`src/design/uos_pkg.sv`:
```
// Shared constants and types for the OTG status and frame number block.
package uos_pkg;

    // ==========================================================
    // Timing
    localparam int UOS_CLK_MHZ = 100;
    localparam int UOS_STABLE_US = 1000;
    localparam int UOS_CNT_W = 17;
    localparam logic [UOS_CNT_W-1:0] UOS_STABLE_CYC = UOS_CNT_W'(UOS_STABLE_US * UOS_CLK_MHZ);

    // ==========================================================
    // Register offsets (byte addresses)
    localparam logic [7:0] UOS_OFS_OTG_STATUS = 8'h00;
    localparam logic [7:0] UOS_OFS_FRAME_LOW = 8'h04;
    localparam logic [7:0] UOS_OFS_FRAME_HIGH = 8'h08;
    localparam logic [7:0] UOS_OFS_INT_STATUS = 8'h0c;
    localparam logic [7:0] UOS_OFS_INT_ENABLE = 8'h10;
    localparam logic [7:0] UOS_OFS_INT_CLEAR = 8'h14;

    // ==========================================================
    // Field positions in otg_status
    localparam int UOS_BIT_CABLE = 7;
    localparam int UOS_BIT_LINE_STABLE = 5;
    localparam int UOS_BIT_SESSION = 3;
    localparam int UOS_BIT_B_END = 2;
    localparam int UOS_BIT_A_VALID = 0;

    // Frame number layout.
    localparam int UOS_FRAME_W = 11;
    localparam int UOS_FRAME_LOW_W = 8;
    localparam int UOS_FRAME_HIGH_W = 3;

    // Event bits of the interrupt registers.
    localparam int UOS_EV_N = 4;
    localparam int UOS_EV_SOF = 0;
    localparam int UOS_EV_STABLE = 1;
    localparam int UOS_EV_CABLE = 2;
    localparam int UOS_EV_POWER = 3;

    // Synchronised pin order.
    localparam int UOS_PIN_N = 4;
    localparam int UOS_PIN_CABLE = 3;
    localparam int UOS_PIN_SESSION = 2;
    localparam int UOS_PIN_B_END = 1;
    localparam int UOS_PIN_A_VALID = 0;

    // ==========================================================
    // Carriers
    typedef struct packed {
        logic [7:0] addr;
        logic [31:0] wdata;
        logic wr;
        logic rd;
    } uos_bus_req_t;

    typedef struct packed {
        logic valid;
        logic [UOS_FRAME_W-1:0] frame;
    } uos_sof_t;

    typedef struct packed {
        logic [UOS_PIN_N-1:0] sync1;
        logic [UOS_PIN_N-1:0] sync2;
        logic cable_type_flag;
        logic session_valid_flag;
        logic b_session_end_flag;
        logic a_bus_power_valid_flag;
        logic [1:0] line_prev;
        logic [UOS_CNT_W-1:0] stable_cnt;
        logic line_stable_flag;
        logic [UOS_FRAME_W-1:0] frame;
        logic [UOS_EV_N-1:0] int_status;
        logic [UOS_EV_N-1:0] int_enable;
        logic [31:0] rdata;
        logic irq;
    } uos_state_t;

    localparam uos_state_t UOS_STATE_RST = '0;

endpackage

```
`src/design/uos_status.sv`:
```
// OTG status flags, line state stability timer and frame number capture.
//
// The implementer's own choices: the address map and strobed register access.
`timescale 1ns/1ps
`default_nettype none

module uos_status
    import uos_pkg::*;
#(
    parameter logic [UOS_CNT_W-1:0] STABLE_CYCLES = UOS_STABLE_CYC
) (
    input wire logic mclk,
    input wire logic rst,
    input wire uos_bus_req_t bus_req,
    output logic [31:0] bus_rdata,
    output logic irq,
    input wire logic cable_id_pin,
    input wire logic a_session_valid_cmp,
    input wire logic b_session_end_cmp,
    input wire logic a_bus_valid_cmp,
    input wire logic se0_bit,
    input wire logic j_line_condition_bit,
    input wire uos_sof_t sof
);

    // ==========================================================
    // State
    uos_state_t q;
    uos_state_t d;

    logic [1:0] line_now;
    logic line_change;
    logic [UOS_EV_N-1:0] ev;
    logic [UOS_EV_N-1:0] clr;
    logic [31:0] otg_word;
    logic [31:0] low_word;
    logic [31:0] high_word;

    assign line_now = {j_line_condition_bit, se0_bit};
    assign line_change = (line_now != q.line_prev);

    // ==========================================================
    // Read views
    always_comb begin
        otg_word = '0;
        otg_word[UOS_BIT_CABLE] = q.cable_type_flag;
        otg_word[UOS_BIT_LINE_STABLE] = q.line_stable_flag;
        otg_word[UOS_BIT_SESSION] = q.session_valid_flag;
        otg_word[UOS_BIT_B_END] = q.b_session_end_flag;
        otg_word[UOS_BIT_A_VALID] = q.a_bus_power_valid_flag;
    end

    assign low_word = {24'h000000, q.frame[UOS_FRAME_LOW_W-1:0]};
    assign high_word = {29'h00000000, q.frame[UOS_FRAME_W-1:UOS_FRAME_LOW_W]};

    // ==========================================================
    // Next state
    always_comb begin
        d = q;

        // Pins come from outside the clock domain; only the second stage is read.
        d.sync1 = {cable_id_pin, a_session_valid_cmp, b_session_end_cmp, a_bus_valid_cmp};
        d.sync2 = q.sync1;

        d.cable_type_flag = q.sync2[UOS_PIN_CABLE];
        d.session_valid_flag = q.sync2[UOS_PIN_SESSION];
        d.b_session_end_flag = q.sync2[UOS_PIN_B_END];
        d.a_bus_power_valid_flag = q.sync2[UOS_PIN_A_VALID];

        // The line bits are already in this clock domain, so no synchroniser.
        d.line_prev = line_now;
        if (line_change) begin
            d.stable_cnt = '0;
        end else if (q.stable_cnt != STABLE_CYCLES) begin
            d.stable_cnt = q.stable_cnt + 1'b1;
        end
        d.line_stable_flag = !line_change && (d.stable_cnt == STABLE_CYCLES);

        if (sof.valid) begin
            d.frame = sof.frame;
        end

        // Events; a set in the same cycle as a clear wins.
        ev = '0;
        ev[UOS_EV_SOF] = sof.valid;
        ev[UOS_EV_STABLE] = d.line_stable_flag && !q.line_stable_flag;
        ev[UOS_EV_CABLE] = d.cable_type_flag != q.cable_type_flag;
        ev[UOS_EV_POWER] = (d.session_valid_flag != q.session_valid_flag)
            || (d.b_session_end_flag != q.b_session_end_flag)
            || (d.a_bus_power_valid_flag != q.a_bus_power_valid_flag);
        clr = '0;
        if (bus_req.wr && bus_req.addr == UOS_OFS_INT_CLEAR) begin
            clr = bus_req.wdata[UOS_EV_N-1:0];
        end
        if (bus_req.wr && bus_req.addr == UOS_OFS_INT_ENABLE) begin
            d.int_enable = bus_req.wdata[UOS_EV_N-1:0];
        end
        d.int_status = (q.int_status & ~clr) | ev;
        d.irq = |(d.int_status & d.int_enable);

        d.rdata = '0;
        if (bus_req.rd) begin
            case (bus_req.addr)
                UOS_OFS_OTG_STATUS: begin
                    d.rdata = otg_word;
                end
                UOS_OFS_FRAME_LOW: begin
                    d.rdata = low_word;
                end
                UOS_OFS_FRAME_HIGH: begin
                    d.rdata = high_word;
                end
                UOS_OFS_INT_STATUS: begin
                    d.rdata = {28'h0000000, q.int_status};
                end
                UOS_OFS_INT_ENABLE: begin
                    d.rdata = {28'h0000000, q.int_enable};
                end
                default: begin
                    d.rdata = '0;
                end
            endcase
        end
    end

    always_ff @(posedge mclk or posedge rst) begin
        if (rst) begin
            q <= UOS_STATE_RST;
        end else begin
            q <= d;
        end
    end

    assign bus_rdata = q.rdata;
    assign irq = q.irq;
endmodule // uos_status

`default_nettype wire

```
`config.mk`:
```
export PLATFORM = sky130hd
export DESIGN_NAME = uos_status
export DESIGN_NICKNAME = d
export VERILOG_FILES = /design/src/design/uos_pkg.sv /design/src/design/uos_status.sv
export SDC_FILE = /design/constraint.sdc
export NUM_CORES = 1
export LEC_CHECK = 0
export BUFFER_PORTS_ARGS = -buffer_cell sky130_fd_sc_hd__buf_2
export CAP_MARGIN = 10
export CORE_UTILIZATION = 50
export DETAILED_ROUTE_END_ITERATION = 16
export PLACE_DENSITY = 0.79
export SLEW_MARGIN = 20
export SYNTH_ARGS = -nofsm -noshare
export SYNTH_HDL_FRONTEND = slang
export SYNTH_SLANG_ARGS = --single-unit
```
`constraint.sdc`:
```
create_clock -name mclk -period 2.95 [get_ports mclk]
set_input_delay 0 -clock mclk [delete_from_list [all_inputs] [get_ports mclk]]
set_output_delay 0 -clock mclk [all_outputs]
set_load 0.02 [all_outputs]
```
After elaboration in Yosys (flattened, before gate mapping)
Index checks and enable logic that the tools add are counted.
Word-level totals
  logic and storage cells: 47
  register bits after elaboration: 84
Operators by class
  eq/ne operators: 12
  add/subtract/negate cells: 1
  muxes and demuxes: 6
  bitwise operators: 4
  reductions and logical operators: 10
Operator list (count)
  $pmux 8 s5: 1
  $mux 17: 2
  $add 17x1->17 const B: 1
  $eq 17x17->1 const B: 1
  $ne 17x17->1 const B: 1
  $eq 8x4->1 const B: 2
  $eq 8x5->1 const B: 2
  $and 4x4->4: 2
  $eq 8x3->1 const B: 1
  $logic_not 8->1: 1
  $mux 4: 2
  $mux 8: 1
  $logic_and 1x1->1: 4
  $ne 1x1->1: 4
  $not 4->4: 1
  $or 4x4->4: 1
  $reduce_or 4->1: 1
  $logic_not 1->1: 2
  $logic_or 1x1->1: 2
  $ne 2x2->1: 1

Longest topological paths before layout
Gate-level depths: netlist of the first run.
  depth after elaboration: 9
  depth in mapped cells: 8
  gate-level depth less buffers: 8

Worst setup path after synthesis of the first run
Ideal clock, no wire load.
  path kind: reg-to-reg
  start: register q[57] (netlist name)
  end: register q, in the netlist irq
  path buffers: 1
  data required time: 2.884 ns
  cell stages (with the launch flop): 8
  setup time: 0.066 ns
  data arrival time: 2.278 ns
  setup slack: 0.606 ns
  cell sequence: dfrtp_1 -> buf_2 -> nand4_1 -> or4_1 -> mux2i_1 -> or4b_1 -> nor4_4 -> a31o_1
RTL lines
  start: declaration: line uos_status.sv:28  | uos_state_t q;
  start signal: assignment: line uos_status.sv:128  | q <= UOS_STATE_RST;
  start signal: assignment: line uos_status.sv:130  | q <= d;

==> metrics.md, run 1 <==
| Metric | Value |
|---|---|
| Outcome | `complete, no violations` |
| Hold Startpoint | `bus_req[1]` |
| Kind of critical path | `flop to flop` |
| Total net switching power | `between 400 and 500 uW` |
| Crit-path cells | `ha_1, nand2_2, or4_1, mux2i_1, or4b_1, nor4_4, a31o_1` |
| Most common cell after layout, fill and taps aside | `dfrtp_1` |
| Part of the power in registers | `approximately half` |
| Deepest clock path buffer count | `2` |
| DRT iter0 DRCs | `49` |
| CP arrival | `2900 ps` |
| Vias | `roughly 2100` |
| Worst R2R Path Depth | `7` |
| WL per Instance | `roughly 13 um` |
| Top-area cell type share of the netlist area | `49.5%` |
| Worst slew margin | `a little under three fifths` |
| Sink Count | `60` |
| Register-to-Register Setup Slack | `320 ps` |
| Count of boundary I/O pins | `95` |
| Antenna cells | `0` |
| Int Power | `roughly 1.3 mW` |
| Core area | `0.00589 mm2` |
| Pwr dens | `478 mW/mm2` |
| Initial antenna violation count | `0` |
| Tmin final | `~2600 ps` |
| Setup TNS | `0 ps` |
| Count of cell types in the netlist | `47` |
| Sequential-to-total area share from yosys stat | `49.5%` |
| Vias in the first global route | `between 2000 and 2500` |
| Drt total wl | `about 5500 um` |
| Final Hold Vio Count | `0` |
| Setup Fix Bufs, Post-CTS | `0` |
| Post-route ant nets | `0` |
| Post-synth EDFFs | `0` |
| Largest net degree at the start of global routing | `51` |
| Synth top area cells | `dfrtp_1 (49%), buf_4 (8.4%), mux2_2 (5.6%)` |
| Overflow after GRT | `0` |
| Crit path max-delay cell type | `or4b_1` |
| Synthesized instance count | `276` |
| Setup crit start kind | `flop` |
| H-tree levels | `3` |
| Levels on crit path | `7` |
| Row cnt | `28` |
| Hold-critical path depth | `4` |
| Static leakage | `1.59 nW` |
| DP HPWL | `approximately 3800 um` |
| CTS buffer count | `9` |
| DR vias/cell | `5.10` |
| Die X | `approximately 80 um` |
| Max-cap violations | `0` |
| IO Port Bufs | `42` |
| Min-Delay Path Class | `input port to flop` |
| Synth Area per Inst | `11.0 um2` |
| Initial Utilization | `around half` |
| Max-slew violations | `0` |
| First-pass GRT wire length | `between 9000 and 10000 um` |
| WHS Endpoint | `q[39]` |
| Top delay family on crit path | `simple AND/OR/NAND/NOR gates` |
| Tot GR Track Use | `roughly a fifth` |
| Layout area overhead | `17.7%` |
| Async set-reset flop share out of synthesis | `100%` |
| Switching share of total power | `25.1%` |
| Die Area | `approximately 0.0064 mm2` |
| Commonest non-fill, non-tap cells in the layout | `dfrtp_1 (60), buf_2 (42), conb_1 (24)` |
| Yosys warns | `0` |
| RSZ-0062 raised after global routing | `no` |
| Initial DRT Pass Iterations | `4` |
| End of the worst register-to-register path | `irq` |
| Nets@finish | `about 400` |
| Slew @ Worst Pin | `approximately 640 ps` |
| Final setup violation count | `0` |
| Bufs and invs on worst path | `0` |
| Yosys top cell by area | `dfrtp_1` |
| Max incr delay on CP | `about 540 ps` |
| Critical Path RT | `approximately 3200 ps` |
| DRC viols | `0` |
| CTS tree | `done` |
| Number of synthesized register bits | `60` |
| Prevailing post-synth register cell | `dfrtp_1` |
| Cell area after placement | `roughly 0.0032 mm2` |
| Design area | `approximately 0.0036 mm2` |
| Share of cells above drive strength 1 | `approximately 24%` |
| Setup Skew | `between 10 and 15 ps` |
| Fin crit share | `89.2%` |
| Crit end category | `flop` |
| Clock slew at reported path FFs | `around 60 ps` |
| Die Height | `between 70 and 80 um` |
| FMAX | `roughly 380 MHz` |
| VDD IR-drop max | `about 350 uV` |
| Routability cong. | `0.874` |
| Worst-path fanout max | `8` |
| Clock Latency Late Sink | `340 ps` |
| Post-Syn Area | `around 0.003 mm2` |
| Worst r2r src | `q[53]` |
| Combinational share of power | `a little over a tenth` |
| Root Driver | `clkbuf_8` |
| Clock power share | `between 30% and 40%` |
## layout make-up
cell class,count,area [um2]
clock buffer,11,151
clock inverter,4,25.0
fill,480,2310
inverter,7,26.3
multi-input combinational,191,1310
sequential,60,1500
tap,75,93.8
timing repair buffer,68,463
## worst register-to-register path: cells and delay by family (launching register included)
kind | cells | cell delay [ps]
and+or+nand+nor | 4 | 1420
DFF | 1 | 460
AOI/OAI and AO/OA | 1 | 200
muxes | 1 | 140
adders and majority gates | 1 | 340
## cell families (layout without fill, tap and decap cells)
family          Yosys count  count (layout)  synth area share (%)
simple gates             94              94                  18.6
flops                    60              60                  49.5
buf+inv                  48              90                  10.2
compound gates           28              28                  5.98
mux                      23              23                  9.03
xor+xnor                 20              20                  5.77
fa+ha+maj                 2               2                 0.825
other cells               1              24                 0.124
## per-layer routing
metal	track usage [%]	vias to the layer above	wire, um
li1	-	1034	-
met1	22.8	1015	2410
met2	31.8	60	2700
met3	6.97	13	296
met4	8.39	0	123
met5	0	-	0
## Yosys cell counts (2+ instances only)
cell type / instances
mux2i_1: 6
or4_1: 3
or4b_1: 2
inv_1: 7
a22oi_1: 4
o21ai_0: 6
mux4_2: 2
and4bb_1: 2
nor4_1: 3
nand2_1: 13
xnor2_1: 13
and3_1: 3
buf_4: 34
nand3_1: 12
nor4_4: 2
nor3_1: 7
nor2b_1: 5
nand3b_1: 3
dfrtp_1: 60
nand2b_1: 2
nand4_1: 4
a21oi_1: 9
ha_1: 2
mux2_2: 15
clkbuf_1: 4
or3_1: 3
or2_1: 3
nor2_1: 20
xor2_1: 7
buf_1: 2
a21boi_0: 2
## sequential cells by signal, indices dropped and copies added, names as in the netlist
register and flops:
d 8, otg_word 5, q 27, irq 1, low_word 8, high_word 3, bus_rdata 8
## worst max path at each step
stage	startpoint	to	slack (ps)
3_5_place_dp	q[53]	irq	370
5_1_grt	q[53]	irq	180
4_1_cts	q[53]	irq	350
6_report	q[53]	irq	320
2_1_floorplan	q[57]	irq	610
3_3_place_gp	q[53]	irq	430
## power by group through the flow
stage | clock network (mW) | registers (mW) | logic, mW
after floorplan | 0 | 0.886 | 0.133
after global placement | 0 | 0.888 | 0.153
after detailed placement | 0 | 0.890 | 0.157
after CTS | 0.672 | 0.874 | 0.182
after global routing | 0.705 | 0.878 | 0.200
final | 0.652 | 0.874 | 0.180
## metrics by stage
stage               util (%)  hold WS, ps  power [mW]  std cells  setup slack [ps]
floorplan                  -         31.4        1.02        299               606
detailed placement      53.8        -68.0        1.05        378               370
finish                  60.7         30.5        1.71        416               319
CTS                     60.7         18.6        1.73        416               355
global placement        53.8        -72.4        1.04        378               430
global route            60.7         54.8        1.78        416               182
## timing repair
action                    CTS  global route
hold endpoints to repair   37             0
hold buffers               23             0
resized for setup           0             0
Note: power is estimated with default switching activity, not from simulation.
==> inputs of run 2 (changes only) <==
- ABC_AREA: not set -> 1
- SETUP_SLACK_MARGIN: not set -> 0.4
- SKIP_CTS_REPAIR_TIMING: not set -> 1
==> metrics.md, run 2 <==
| Metric | Value |
|---|---|
| Outcome | `finished with violations` |
| Failing checks | `negative hold slack` |
| Fin crit share | `between 70% and 80%` |
| Post-Syn Area | `around 0.0031 mm2` |
| Core area | `roughly 0.0060 mm2` |
| Die X | `about 81 um` |
| Post-route ant nets | `0` |
| Sink Count | `60` |
| First-pass GRT wire length | `~10000 um` |
| CTS tree | `done` |
| Die Area | `about 0.0066 mm2` |
| Antenna cells | `0` |
| Clock slew at reported path FFs | `approximately 80 ps` |
| Max reg flops | `27` |
| Setup TNS | `0 ps` |
| VDD IR-drop max | `384 uV` |
| Met1 usage | `27.2%` |
| Tmin final | `around 2100 ps` |
| RSZ-0062 raised after global routing | `no` |
| Yosys warns | `0` |
| Initial Utilization | `52.2%` |
| Post-Layout Cell Count | `539` |
| Biggest register | `q` |
| DRC viols | `0` |
| Final setup violation count | `0` |
| Count of boundary I/O pins | `95` |
| Count of cell types in the netlist | `28` |
| Deepest clock path buffer count | `2` |
| Top-area cell type share of the netlist area | `between 40% and 50%` |
| Worst slew margin | `approximately half` |
| Die Height | `slightly above 80 um` |
| Yosys top cell by area | `dfrtp_1` |
| Sequential-to-total area share from yosys stat | `between 40% and 50%` |
| Synth top area cells | `dfrtp_1 (48%), nand2_1 (12%), buf_4 (7.9%)` |
| Async set-reset flop share out of synthesis | `100%` |
| FMAX | `approximately 480 MHz` |
| Critical Path RT | `approximately 3200 ps` |
| Register area | `approximately 0.0015 mm2` |
| Fin Hold WS | `-33.9 ps` |
| Initial antenna violation count | `0` |
| Prevailing post-synth register cell | `dfrtp_1` |
| Crit end category | `flop` |
| Synth Area per Inst | `~7.9 um2` |
| Final Hold Vio Count | `2` |
| Largest net degree at the start of global routing | `38` |
| Kind of critical path | `flop to flop` |
| Most instantiated cells after synthesis | `nand2_1 (104), inv_1 (63), dfrtp_1 (60)` |
| Layout area overhead | `18.0%` |
| Post-placement cell count | `502` |
| Setup crit start kind | `flop` |
| H-tree levels | `3` |
| Min-Delay Path Class | `input port to flop` |
| Most common cell after layout, fill and taps aside | `nand2_1` |
| Initial DRT Pass Iterations | `4` |
| Fill count | `approximately 500` |
| Nets@finish | `about 520` |
| Met2 Usage GRT | `between 30% and 40%` |
| IO Port Bufs | `42` |
| Root Driver | `clkbuf_8` |
| CP arrival | `2380 ps` |
| Clock Latency Late Sink | `340 ps` |
| Static leakage | `1.90 nW` |
| DP HPWL | `roughly 4700 um` |
| Vias in the first global route | `~2300` |
| Met3 Use GR | `6.29%` |
| Top Usage Layer GRT | `met2` |
| DR vias/cell | `just under 5` |
| Row cnt | `28` |
| Worst-path fanout max | `17` |
| Drt total wl | `6420 um` |
| Number of synthesized register bits | `60` |
| Commonest non-fill, non-tap cells in the layout | `nand2_1 (104), inv_1 (62), dfrtp_1 (60)` |
| Routability cong. | `0.890` |
| WL per Instance | `roughly 12 um` |
| Area of the multi-input gates | `~0.0012 mm2` |
| Most numerous cell in the Yosys netlist | `nand2_1` |
| Setup Skew | `around 7.7 ps` |
| Max-cap violations | `0` |
| Max-slew violations | `0` |
| Vias | `roughly 2600` |
| Post-synth EDFFs | `0` |
| CTS buffer count | `9` |
| DRT iter0 DRCs | `113` |
| Pwr dens | `486 mW/mm2` |
| Overflow after GRT | `0` |
| Slew @ Worst Pin | `762 ps` |
| Synthesized instance count | `395` |
| Tot GR Track Use | `a little over a fifth` |
| Share of cells above drive strength 1 | `16.6%` |
-- run 2: final cells by class --
class	count	area share, %
multi-input combinational	261	33.2
clock buffer	9	3.36
inverter	63	6.41
tap	75	2.54
timing repair buffer	64	11.6
clock inverter	7	2.20
sequential	60	40.7
-- run 2: metrics by stage --
step | total power, mW | hold slack (ps) | util, % | area (um2) | setup slack (ps)
floorplan | 1.00 | 31.4 | - | 3220 | 1360
global placement | 1.02 | 107 | 54.7 | 3280 | 1070
detailed placement | 1.03 | 110 | 54.7 | 3280 | 973
CTS | 1.79 | -248 | 58.1 | 3480 | 898
global route | 1.87 | 10.1 | 61.6 | 3690 | 661
finish | 1.79 | -33.9 | 61.6 | 3690 | 851
-- run 2: layer usage --
metal	up-vias	share of wire, %
met5	-	0
met1	1214	44
li1	1307	-
met4	0	2.1
met2	92	48
met3	17	5.2
-- run 2: path summary, 6_finish.rpt --
kind	start	end	slack, ps	cells past startpoint
min reg2reg	d[77]	d[73]	350	0
min	bus_req[3]	q[34]	-30	3
max reg2reg	q[71]	irq	850	13
max	q[71]	irq	850	13
max in group asynchronous	rst	low_word[5]	1810	4
min in group asynchronous	rst	d[79]	340	3
-- run 2: cell families (layout without fill, tap and decap cells) --
kind of cell,Yosys count,after routing,share of synthesized area (%)
xor gates and xnor gates,4,4,1.12
adders and majority gates,2,2,0.800
other,1,24,0.120
DFF,60,60,48.0
buffers and inverters,97,143,15.6
AOI/OAI and AO/OA,36,36,6.40
and+or+nand+nor,195,195,28.0
-- run 2: critical path, stage by stage, from the launching register on --
cell and delay [ps]:
dfrtp_1 390, nand2_1 70, nand2_1 80, nor2_4 380, o21ai_0 160, nor2_1 150
nand2_1 70, nor2_1 170, nand2_1 100, nor2_1 90, nand3_1 110, nand2_1 110
nand2_1 70, nand2_1 80
-- run 2: power by group --
part | internal (mW) | switching, mW | total [mW] | leakage (nW)
combinational | 0.0596 | 0.106 | 0.165 | 1.05
sequential | 0.854 | 0.0183 | 0.872 | 0.754
clock | 0.403 | 0.354 | 0.757 | 0.101
total | 1.32 | 0.478 | 1.79 | 1.90
